## src/core/mted_pkg.sv

```systemverilog
package mted_pkg;
	// Register bus and sample widths, event count
	localparam int ADDR_W = 8;
	localparam int DATA_W = 8;
	localparam int SAMPLE_W = 16;
	localparam int EVT_N = 6;
	// Register offsets
	localparam logic [7:0] ADDR_CTRL2 = 8'h21;
	localparam logic [7:0] ADDR_CTRL3 = 8'h22;
	localparam logic [7:0] ADDR_Y_LO = 8'h2A;
	localparam logic [7:0] ADDR_Y_HI = 8'h2B;
	localparam logic [7:0] ADDR_Z_LO = 8'h2C;
	localparam logic [7:0] ADDR_Z_HI = 8'h2D;
	localparam logic [7:0] ADDR_EVT_CFG = 8'h30;
	localparam logic [7:0] ADDR_EVT_SRC = 8'h31;
	localparam logic [7:0] ADDR_EVT_ACK = 8'h32;
	localparam logic [7:0] ADDR_THR_LO = 8'h34;
	localparam logic [7:0] ADDR_THR_HI = 8'h35;
	localparam logic [7:0] ADDR_DUR = 8'h36;
	// Field positions
	localparam int CTRL2_BYTE_ORDER_BIT = 5;
	localparam int CTRL2_ALIGN_BIT = 0;
	localparam int CTRL3_HP_BIT = 5;
	localparam int CFG_COMBINE_BIT = 7;
	localparam int CFG_LATCH_BIT = 6;
	localparam int SRC_ACTIVE_BIT = 6;
	// Right-justify shift for the 12-bit form
	localparam int ALIGN12_SHIFT = 4;
	// Default high-pass smoothing shift, in bits
	localparam int HP_SHIFT_DEF = 4;
	// Values after reset
	localparam logic [7:0] CTRL_RST = 8'h00;
	localparam logic [7:0] CFG_RST = 8'h00;
	localparam logic [15:0] THR_RST = 16'h0000;
	localparam logic [7:0] DUR_RST = 8'h00;
	localparam logic [15:0] SAMPLE_RST = 16'h0000;
	localparam logic [5:0] FLAGS_RST = 6'h00;
	localparam logic [8:0] RUN_RST = 9'h000;
endpackage

```

## src/core/mted_axis_if.sv

```systemverilog
`timescale 1ns/100ps
// One axis: sample and setup to the comparator, high and low back
interface mted_axis_if;
	logic [mted_pkg::SAMPLE_W-1:0] smp; // Raw left-justified sample
	logic smp_vld; // New sample strobe
	logic hp_en; // Use the high-passed value
	logic [mted_pkg::SAMPLE_W-1:0] thr; // Unsigned magnitude threshold
	logic hi; // Magnitude above threshold
	logic lo; // Magnitude below threshold
	modport cmp (input smp, smp_vld, hp_en, thr, output hi, lo);
	modport ctl (output smp, smp_vld, hp_en, thr, input hi, lo);
endinterface

```

## src/core/mted_axis_cmp.sv

```systemverilog
`timescale 1ns/100ps
module mted_axis_cmp #(
	parameter int HP_SHIFT = mted_pkg::HP_SHIFT_DEF // Filter smoothing shift
) (
	input wire logic clk, // System clock
	input wire logic rstn, // Async reset, active low
	mted_axis_if.cmp ax // Axis sample and verdict
);
	import mted_pkg::*;

	logic signed [SAMPLE_W-1:0] base_ff; // Running baseline for the filter
	logic signed [SAMPLE_W:0] diff; // Sample minus baseline
	logic signed [SAMPLE_W:0] val; // Value that meets the threshold
	logic signed [SAMPLE_W:0] mag; // Its magnitude
	logic signed [SAMPLE_W:0] step; // Baseline step per sample
	logic [SAMPLE_W:0] thr_ext; // Threshold widened

	// High-pass as sample minus a slow baseline; cheap, no multiplier
	always_comb begin
		diff = {ax.smp[SAMPLE_W-1], ax.smp} - {base_ff[SAMPLE_W-1], base_ff};
		step = diff >>> HP_SHIFT;
		val = ax.hp_en ? diff : {ax.smp[SAMPLE_W-1], ax.smp};
		mag = val[SAMPLE_W] ? -val : val;
		thr_ext = {1'b0, ax.thr};
	end

	// Baseline tracks every sample so that enabling the filter starts settled
	always_ff @(posedge clk or negedge rstn) begin
		if (!rstn) begin
			base_ff <= SAMPLE_RST;
		end else if (ax.smp_vld) begin
			base_ff <= base_ff + step[SAMPLE_W-1:0];
		end
	end

	// Magnitude compare; equal to threshold is neither high nor low
	assign ax.hi = $unsigned(mag) > thr_ext;
	assign ax.lo = $unsigned(mag) < thr_ext;
endmodule

```

## src/core/mted_top.sv

```systemverilog
`timescale 1ns/100ps
module mted_top (
	input wire logic clk, // System clock, 100 MHz
	input wire logic rstn, // Async reset, active low
	input wire logic [mted_pkg::SAMPLE_W-1:0] smp_x, // X sample, left-justified
	input wire logic [mted_pkg::SAMPLE_W-1:0] smp_y, // Y sample, left-justified
	input wire logic [mted_pkg::SAMPLE_W-1:0] smp_z, // Z sample, left-justified
	input wire logic smp_vld, // One-cycle strobe per output sample period
	input wire logic [mted_pkg::ADDR_W-1:0] reg_addr, // Register address
	input wire logic [mted_pkg::DATA_W-1:0] reg_wdata, // Write data
	input wire logic reg_wr, // Write strobe
	input wire logic reg_rd, // Read strobe
	output logic [mted_pkg::DATA_W-1:0] reg_rdata, // Read data, next cycle
	output logic irq // Event interrupt request
);
	import mted_pkg::*;

	// Stored control state
	logic [DATA_W-1:0] ctrl2_ff; // Byte order and alignment
	logic [DATA_W-1:0] ctrl3_ff; // High-pass enable
	logic [DATA_W-1:0] cfg_ff; // Combine, latch, six enables
	logic [SAMPLE_W-1:0] thr_ff; // Event threshold
	logic [DATA_W-1:0] dur_ff; // Minimum duration in samples
	// Output and event state
	logic [SAMPLE_W-1:0] y_ff; // Held Y sample
	logic [SAMPLE_W-1:0] z_ff; // Held Z sample
	logic [EVT_N-1:0] flags_ff; // Six event flags
	logic active_ff; // Interrupt active flag
	logic [8:0] run_ff; // Consecutive qualifying samples, saturating
	logic [DATA_W-1:0] reg_rdata_ff; // Registered read data

	// Decoded control bits
	logic byte_order_select; // 1 selects big-endian
	logic alignment_select; // 1 selects 16-bit left-justified
	logic motion_highpass_enable; // 1 routes filtered samples
	logic event_combine_select; // 1 selects AND
	logic latch_request_enable; // 1 latches flags
	logic [EVT_N-1:0] evt_en; // {z_high_enable .. x_low_enable}

	// Event evaluation
	logic [2:0] ax_hi; // Per-axis high verdict
	logic [2:0] ax_lo; // Per-axis low verdict
	logic [EVT_N-1:0] evt_raw; // {zh, zl, yh, yl, xh, xl}
	logic [EVT_N-1:0] evt_hit; // Enabled events present
	logic cond; // Combined condition on this sample
	logic [8:0] run_now; // Run length including this sample
	logic qual; // Condition held long enough
	logic [EVT_N-1:0] new_flags; // Flags this sample contributes
	logic ack_rd; // Acknowledge read this cycle
	logic [8:0] nxt_run; // Next run length
	logic [SAMPLE_W-1:0] fmt_y; // Y in the selected alignment
	logic [SAMPLE_W-1:0] fmt_z; // Z in the selected alignment
	logic [DATA_W-1:0] nxt_rdata; // Read data before the flop

	assign byte_order_select = ctrl2_ff[CTRL2_BYTE_ORDER_BIT];
	assign alignment_select = ctrl2_ff[CTRL2_ALIGN_BIT];
	assign motion_highpass_enable = ctrl3_ff[CTRL3_HP_BIT];
	assign event_combine_select = cfg_ff[CFG_COMBINE_BIT];
	assign latch_request_enable = cfg_ff[CFG_LATCH_BIT];
	assign evt_en = cfg_ff[EVT_N-1:0];
	assign ack_rd = reg_rd && (reg_addr == ADDR_EVT_ACK);

	// One comparator per axis, all sharing threshold and filter select
	logic [SAMPLE_W-1:0] smp_vec [3];
	assign smp_vec[0] = smp_x;
	assign smp_vec[1] = smp_y;
	assign smp_vec[2] = smp_z;

	genvar gi;
	generate
		for (gi = 0; gi < 3; gi++) begin : g_axis
			mted_axis_if ax ();
			assign ax.smp = smp_vec[gi];
			assign ax.smp_vld = smp_vld;
			assign ax.hp_en = motion_highpass_enable;
			assign ax.thr = thr_ff;
			assign ax_hi[gi] = ax.hi;
			assign ax_lo[gi] = ax.lo;
			assign evt_raw[2*gi+1] = ax.hi;
			assign evt_raw[2*gi] = ax.lo;
			mted_axis_cmp #(
				.HP_SHIFT(HP_SHIFT_DEF)
			) u_cmp (
				.clk(clk),
				.rstn(rstn),
				.ax(ax.cmp)
			);
		end
	endgenerate

	// Combine the enabled events; AND with nothing enabled never fires
	always_comb begin
		evt_hit = evt_raw & evt_en;
		if (event_combine_select) begin
			cond = (|evt_en) && (&(evt_raw | ~evt_en));
		end else begin
			cond = |evt_hit;
		end
		run_now = (run_ff == 9'h1FF) ? run_ff : run_ff + 9'h001;
		// Duration zero means the first qualifying sample counts
		qual = cond && (run_now >= {1'b0, dur_ff});
		new_flags = qual ? evt_hit : FLAGS_RST;
		nxt_run = cond ? run_now : RUN_RST;
	end

	// Run length counts samples, not clocks, so duration is in rate periods
	always_ff @(posedge clk or negedge rstn) begin
		if (!rstn) begin
			run_ff <= RUN_RST;
		end else if (smp_vld) begin
			run_ff <= nxt_run;
		end
	end

	// Source flags and active flag; a sample in the acknowledge cycle wins
	always_ff @(posedge clk or negedge rstn) begin
		if (!rstn) begin
			flags_ff <= FLAGS_RST;
			active_ff <= 1'b0;
		end else if (smp_vld) begin
			if (latch_request_enable && !ack_rd) begin
				// Latched: only ever add, until acknowledged
				flags_ff <= flags_ff | new_flags;
				active_ff <= active_ff | qual;
			end else begin
				// Unlatched, or refresh on acknowledge: take the fresh state
				flags_ff <= new_flags;
				active_ff <= qual;
			end
		end else if (ack_rd && latch_request_enable) begin
			// Acknowledge read with no sample: release the latch
			flags_ff <= FLAGS_RST;
			active_ff <= 1'b0;
		end
	end

	// Hold the Y and Z samples for register reads
	always_ff @(posedge clk or negedge rstn) begin
		if (!rstn) begin
			y_ff <= SAMPLE_RST;
			z_ff <= SAMPLE_RST;
		end else if (smp_vld) begin
			y_ff <= smp_y;
			z_ff <= smp_z;
		end
	end

	// Writable registers; read-only and unmapped writes are dropped
	always_ff @(posedge clk or negedge rstn) begin
		if (!rstn) begin
			ctrl2_ff <= CTRL_RST;
			ctrl3_ff <= CTRL_RST;
			cfg_ff <= CFG_RST;
			thr_ff <= THR_RST;
			dur_ff <= DUR_RST;
		end else if (reg_wr) begin
			case (reg_addr)
				ADDR_CTRL2: begin
					ctrl2_ff <= reg_wdata;
				end
				ADDR_CTRL3: begin
					ctrl3_ff <= reg_wdata;
				end
				ADDR_EVT_CFG: begin
					cfg_ff <= reg_wdata;
				end
				ADDR_THR_LO: begin
					thr_ff[7:0] <= reg_wdata;
				end
				ADDR_THR_HI: begin
					thr_ff[15:8] <= reg_wdata;
				end
				ADDR_DUR: begin
					dur_ff <= reg_wdata;
				end
				default: begin
					// Nothing to store
				end
			endcase
		end
	end

	// 12-bit form is the top twelve bits shifted down and sign-extended
	always_comb begin
		if (alignment_select) begin
			fmt_y = y_ff;
			fmt_z = z_ff;
		end else begin
			fmt_y = $unsigned($signed(y_ff) >>> ALIGN12_SHIFT);
			fmt_z = $unsigned($signed(z_ff) >>> ALIGN12_SHIFT);
		end
	end

	// Read mux; the acknowledge register reads as zero, not meaningful
	always_comb begin
		case (reg_addr)
			ADDR_CTRL2: begin
				nxt_rdata = ctrl2_ff;
			end
			ADDR_CTRL3: begin
				nxt_rdata = ctrl3_ff;
			end
			ADDR_Y_LO: begin
				nxt_rdata = byte_order_select ? fmt_y[15:8] : fmt_y[7:0];
			end
			ADDR_Y_HI: begin
				nxt_rdata = byte_order_select ? fmt_y[7:0] : fmt_y[15:8];
			end
			ADDR_Z_LO: begin
				nxt_rdata = byte_order_select ? fmt_z[15:8] : fmt_z[7:0];
			end
			ADDR_Z_HI: begin
				nxt_rdata = byte_order_select ? fmt_z[7:0] : fmt_z[15:8];
			end
			ADDR_EVT_CFG: begin
				nxt_rdata = cfg_ff;
			end
			ADDR_EVT_SRC: begin
				nxt_rdata = {1'b0, active_ff, flags_ff};
			end
			ADDR_THR_LO: begin
				nxt_rdata = thr_ff[7:0];
			end
			ADDR_THR_HI: begin
				nxt_rdata = thr_ff[15:8];
			end
			ADDR_DUR: begin
				nxt_rdata = dur_ff;
			end
			default: begin
				nxt_rdata = 8'h00;
			end
		endcase
	end

	// Read data is captured only on a read so it stays stable between reads
	always_ff @(posedge clk or negedge rstn) begin
		if (!rstn) begin
			reg_rdata_ff <= 8'h00;
		end else if (reg_rd) begin
			reg_rdata_ff <= nxt_rdata;
		end
	end

	assign reg_rdata = reg_rdata_ff;
	assign irq = active_ff;
endmodule

```

## config.mk

```make
export PLATFORM = sky130hd
export DESIGN_NAME = mted_top
export DESIGN_NICKNAME = d
export VERILOG_FILES = /design/src/core/mted_pkg.sv /design/src/core/mted_axis_if.sv /design/src/core/mted_axis_cmp.sv /design/src/core/mted_top.sv
export SDC_FILE = /design/constraint.sdc
export NUM_CORES = 1
export LEC_CHECK = 0
export ABC_CLOCK_PERIOD_IN_PS = 8700
export BUFFER_PORTS_ARGS = -buffer_cell sky130_fd_sc_hd__buf_2
export CORE_MARGIN = 1
export CORE_UTILIZATION = 65
export DETAILED_ROUTE_END_ITERATION = 10
export PLACE_DENSITY = 0.85
export SLEW_MARGIN = 20
export SYNTH_ARGS = -nofsm -noshare
export SYNTH_HDL_FRONTEND = slang
export SYNTH_SLANG_ARGS = --single-unit
```

## constraint.sdc

```tcl
create_clock -name clk -period 8.7 [get_ports clk]
set_input_delay 0.87 -clock clk [delete_from_list [all_inputs] [get_ports clk]]
set_output_delay 0.87 -clock clk [all_outputs]
set_load 0.03 [all_outputs]
```

==> impl_metrics.py <==
metrics = {
    "sta": {
        "rsz0062_at_grt": "no",
        "min_period_over_period_pct": 77.1,
        "whs_ns": 0.473,
        "finalSetupTns_ns": 0,
        "setup_viol": 0,
        "tightest_slew_ns": 1.08,
        "fmaxAchievable_mhz": 149,
        "slew_viol_final": 0,
        "finalHoldViolations": 0,
        "finClkSkew_ns": 0.0149,
        "layout_min_cycle_time_ns": 6.70,
        "max_slew_margin_pct": 28.3,
    },
    "cells_and_area": {
        "final_cell_mix": "ha_1 (151), dfrtp_1 (151), nand2_1 (139), inv_1 (120), nor2_1 (117)",
        "final_core_util_pct": 72.4,
        "finalNonFillerCells": 2017,
        "diodes": 0,
        "finalNetCount": 1950,
        "syn2layout_area_growth_pct": 8.57,
        "layout-drive-gt1-share_pct": 14.9,
    },
    "detailed_routing": {
        "vias": 13300,
        "viasPerCell": 6.61,
        "wirelength_mm": 40.1,
        "drt_pre_antenna_iters": 6,
        "ant_nets": 0,
        "post_drt_wl_per_cell_um": 19.9,
        "dr.first_iter.drc_count": 1145,
        "drc_errors": 0,
    },
    "global_routing": {
        "grt_max_degree": 97,
        "antenna_found_initial": 0,
        "grt_usage_pct": 35.1,
        "grt_pass1_wl_mm": 65.8,
        "grt_pass1_vias": 13000,
        "globalRoute.totalOverflow": 0,
    },
    "critical_path": {
        "critical_path_peak_fanout": 14,
        "worstSetupPathType": "in2reg",
        "cp-start-kind": "primary input",
        "crit_path_end_kind": "flop",
        "critPathRequiredTime_ns": 8.98,
        "worstPathArrival_ns": 6.99,
        "critPathSlowestCell": "a21oi_2",
        "path_common_cell": "o21ai_0",
        "max_stage_delay_ns": 0.82,
    },
    "yosys": {
        "syn_inst": 1668,
        "syn_area_per_cell_um2": 8.75,
        "synth_top_cell_by_area": "dfrtp_1",
        "ys_warn_count": 0,
        "synth_ff_type": "dfrtp_1",
        "synth_top_area_share_pct": 26.1,
        "synth_nets": 1894,
        "synthArstFlopShare_pct": 100,
        "ys_seq_area_share_pct": 26.1,
        "synth_edf_count": 0,
        "syn_area_um2": 14600,
        "ys_top_cells_by_area": "dfrtp_1 (26%), ha_1 (13%), mux2_2 (7.1%)",
        "synth_seq_cells": 152,
        "ys_types": 95,
    },
    "floorplan": {
        "initial_core_util_pct": 66.7,
        "dieArea_um2": 23100,
        "dieHeight_um": 152,
        "rows": 54,
        "core_area_um2": 21900,
        "ioPinCount": 78,
        "die_w_um": 152,
    },
    "clock_tree": {
        "cts_tree": "yes",
        "ctsHoldBuffers": 0,
        "cts_buffers": 17,
        "cts_root_buffer": "clkbuf_16",
        "h-tree-depth": 4,
        "ctsResizeCount": 0,
        "clock_latency_ns": 0.45,
        "clk_path_buf_depth": 2,
        "clk_pin_slew_worst_paths_ns": 0.07,
        "cts_sinks": 152,
        "post_cts_buffers": 0,
    },
    "pwr": {
        "power_frac_comb_pct": 69.1,
        "netSwitchingPower_uw": 2810,
        "clkPwrFrac_pct": 14.1,
        "p_leak_uw": 0.00718,
        "p_sw_share_pct": 47.3,
        "powerDensity_nw_per_um2": 375,
        "intPower_uw": 3130,
        "peakVddDrop_uv": 306,
        "seqPwrFrac_pct": 16.7,
        "total_power_uw": 5940,
    },
    "placed_design": {
        "routabilityCongestion": 0.998,
        "place_inst": 1985,
        "portBuffers": 77,
        "dp_hpwl_mm": 29.8,
    },
    "status": {
        "status": "finished clean",
    },
    "job": {
        "cap_violations": 0,
    },
    "worst_hold_path": {
        "hp-class": "reg2reg",
    },
}
-- registers in the layout, indices dropped and copies added, names as in the netlist --
| signal | flops |
|---|---|
| cfg_ff | 8 |
| ctrl2_ff | 8 |
| ctrl3_ff | 8 |
| dur_ff | 8 |
| flags_ff | 6 |
| g_axis.ax.thr | 16 |
| g_axis.u_cmp.base_ff | 48 |
| irq | 1 |
| reg_rdata | 8 |
| run_ff | 9 |
| y_ff | 16 |
| z_ff | 16 |
-- power groups by stage --
stage	Sequential (uW)	Clock [uW]	Combinational, uW
finish	995	839	4110
global route	1010	867	4630
CTS	993	837	4060
global placement	997	0	3870
floorplan	976	0	3270
detailed placement	1000	0	4030
-- per-layer routing --
metal,GRT usage (%),wire [um],share of wire (%),vias up
met5,0,0,0,-
met4,12.7,1160,2.9,0
met3,6.67,3200,8.0,103
met2,57.9,18700,47,559
met1,45.9,17100,43,6421
li1,-,-,-,6244
-- kinds of logic after synthesis --
family | count (synthesis) | share of synthesized area [%]
AO/OA/AOI/OAI | 464 | 21.5
flip-flops | 152 | 26.1
AND/OR/NAND/NOR | 465 | 15.6
multiplexers | 145 | 11.6
buffers and inverters | 170 | 4.52
XOR/XNOR | 114 | 6.84
adder cells (fa/ha/maj) | 158 | 13.8
-- worst paths after layout --
check | start | endpoint | slack [ns] | cells past startpoint
worst max register to register | g_axis[2].u_cmp.base_ff[0] | flags_ff[5] | 2.20 | 26
worst min-delay path | g_axis[1].u_cmp.base_ff[15] | g_axis[1].u_cmp.base_ff[15] | 0.47 | 1
min in group asynchronous | rstn | g_axis[0].u_cmp.base_ff[7] | 0.52 | 1
worst min register to register | g_axis[1].u_cmp.base_ff[15] | g_axis[1].u_cmp.base_ff[15] | 0.47 | 1
max in group asynchronous | rstn | flags_ff[4] | 6.82 | 2
worst max-delay path | smp_z[0] | flags_ff[5] | 2.00 | 28
-- metrics by stage --
step                cell area [um^2]  worst slack (ns)
finish                         15800              2.00
detailed placement             15200              1.70
floorplan                      14600              3.08
global route                   15800              1.43
CTS                            15800              2.13
global placement               15200              2.03
-- synthesized netlist by cell type (21+ instances only) --
| library cell | n |
|---|---|
| dfrtp_1 | 152 |
| ha_1 | 151 |
| nand2_1 | 139 |
| inv_1 | 120 |
| nor2_1 | 117 |
| a21oi_1 | 114 |
| o21ai_0 | 106 |
| mux2_2 | 92 |
| xnor2_1 | 77 |
| mux2i_1 | 43 |
| xor2_1 | 37 |
| clkbuf_1 | 31 |
| a21o_1 | 30 |
| nor3_1 | 29 |
| nand3_1 | 26 |
| nor2b_1 | 26 |
| nand2b_1 | 25 |
| a31oi_1 | 24 |
| and3_1 | 23 |
| nand4_1 | 21 |
-- worst max-delay path, delay by kind of cell --
kind / cells / cell delay, ns
buffers and inverters: 3 / 0.21
xor gates and xnor gates: 2 / 0.40
and+or+nand+nor: 8 / 1.62
AOI/OAI and AO/OA: 12 / 3.06
adders and majority gates: 3 / 0.82
-- area by class of cell --
type	instances	area [um^2]
Sequential cell	152	3800
Tap cell	280	350
Multi-Input combinational cell	1346	10100
Timing Repair Buffer	86	462
Clock buffer	18	439
Fill cell	1705	6050
Inverter	121	454
Clock inverter	14	203
(Power assumes the default switching activity.)
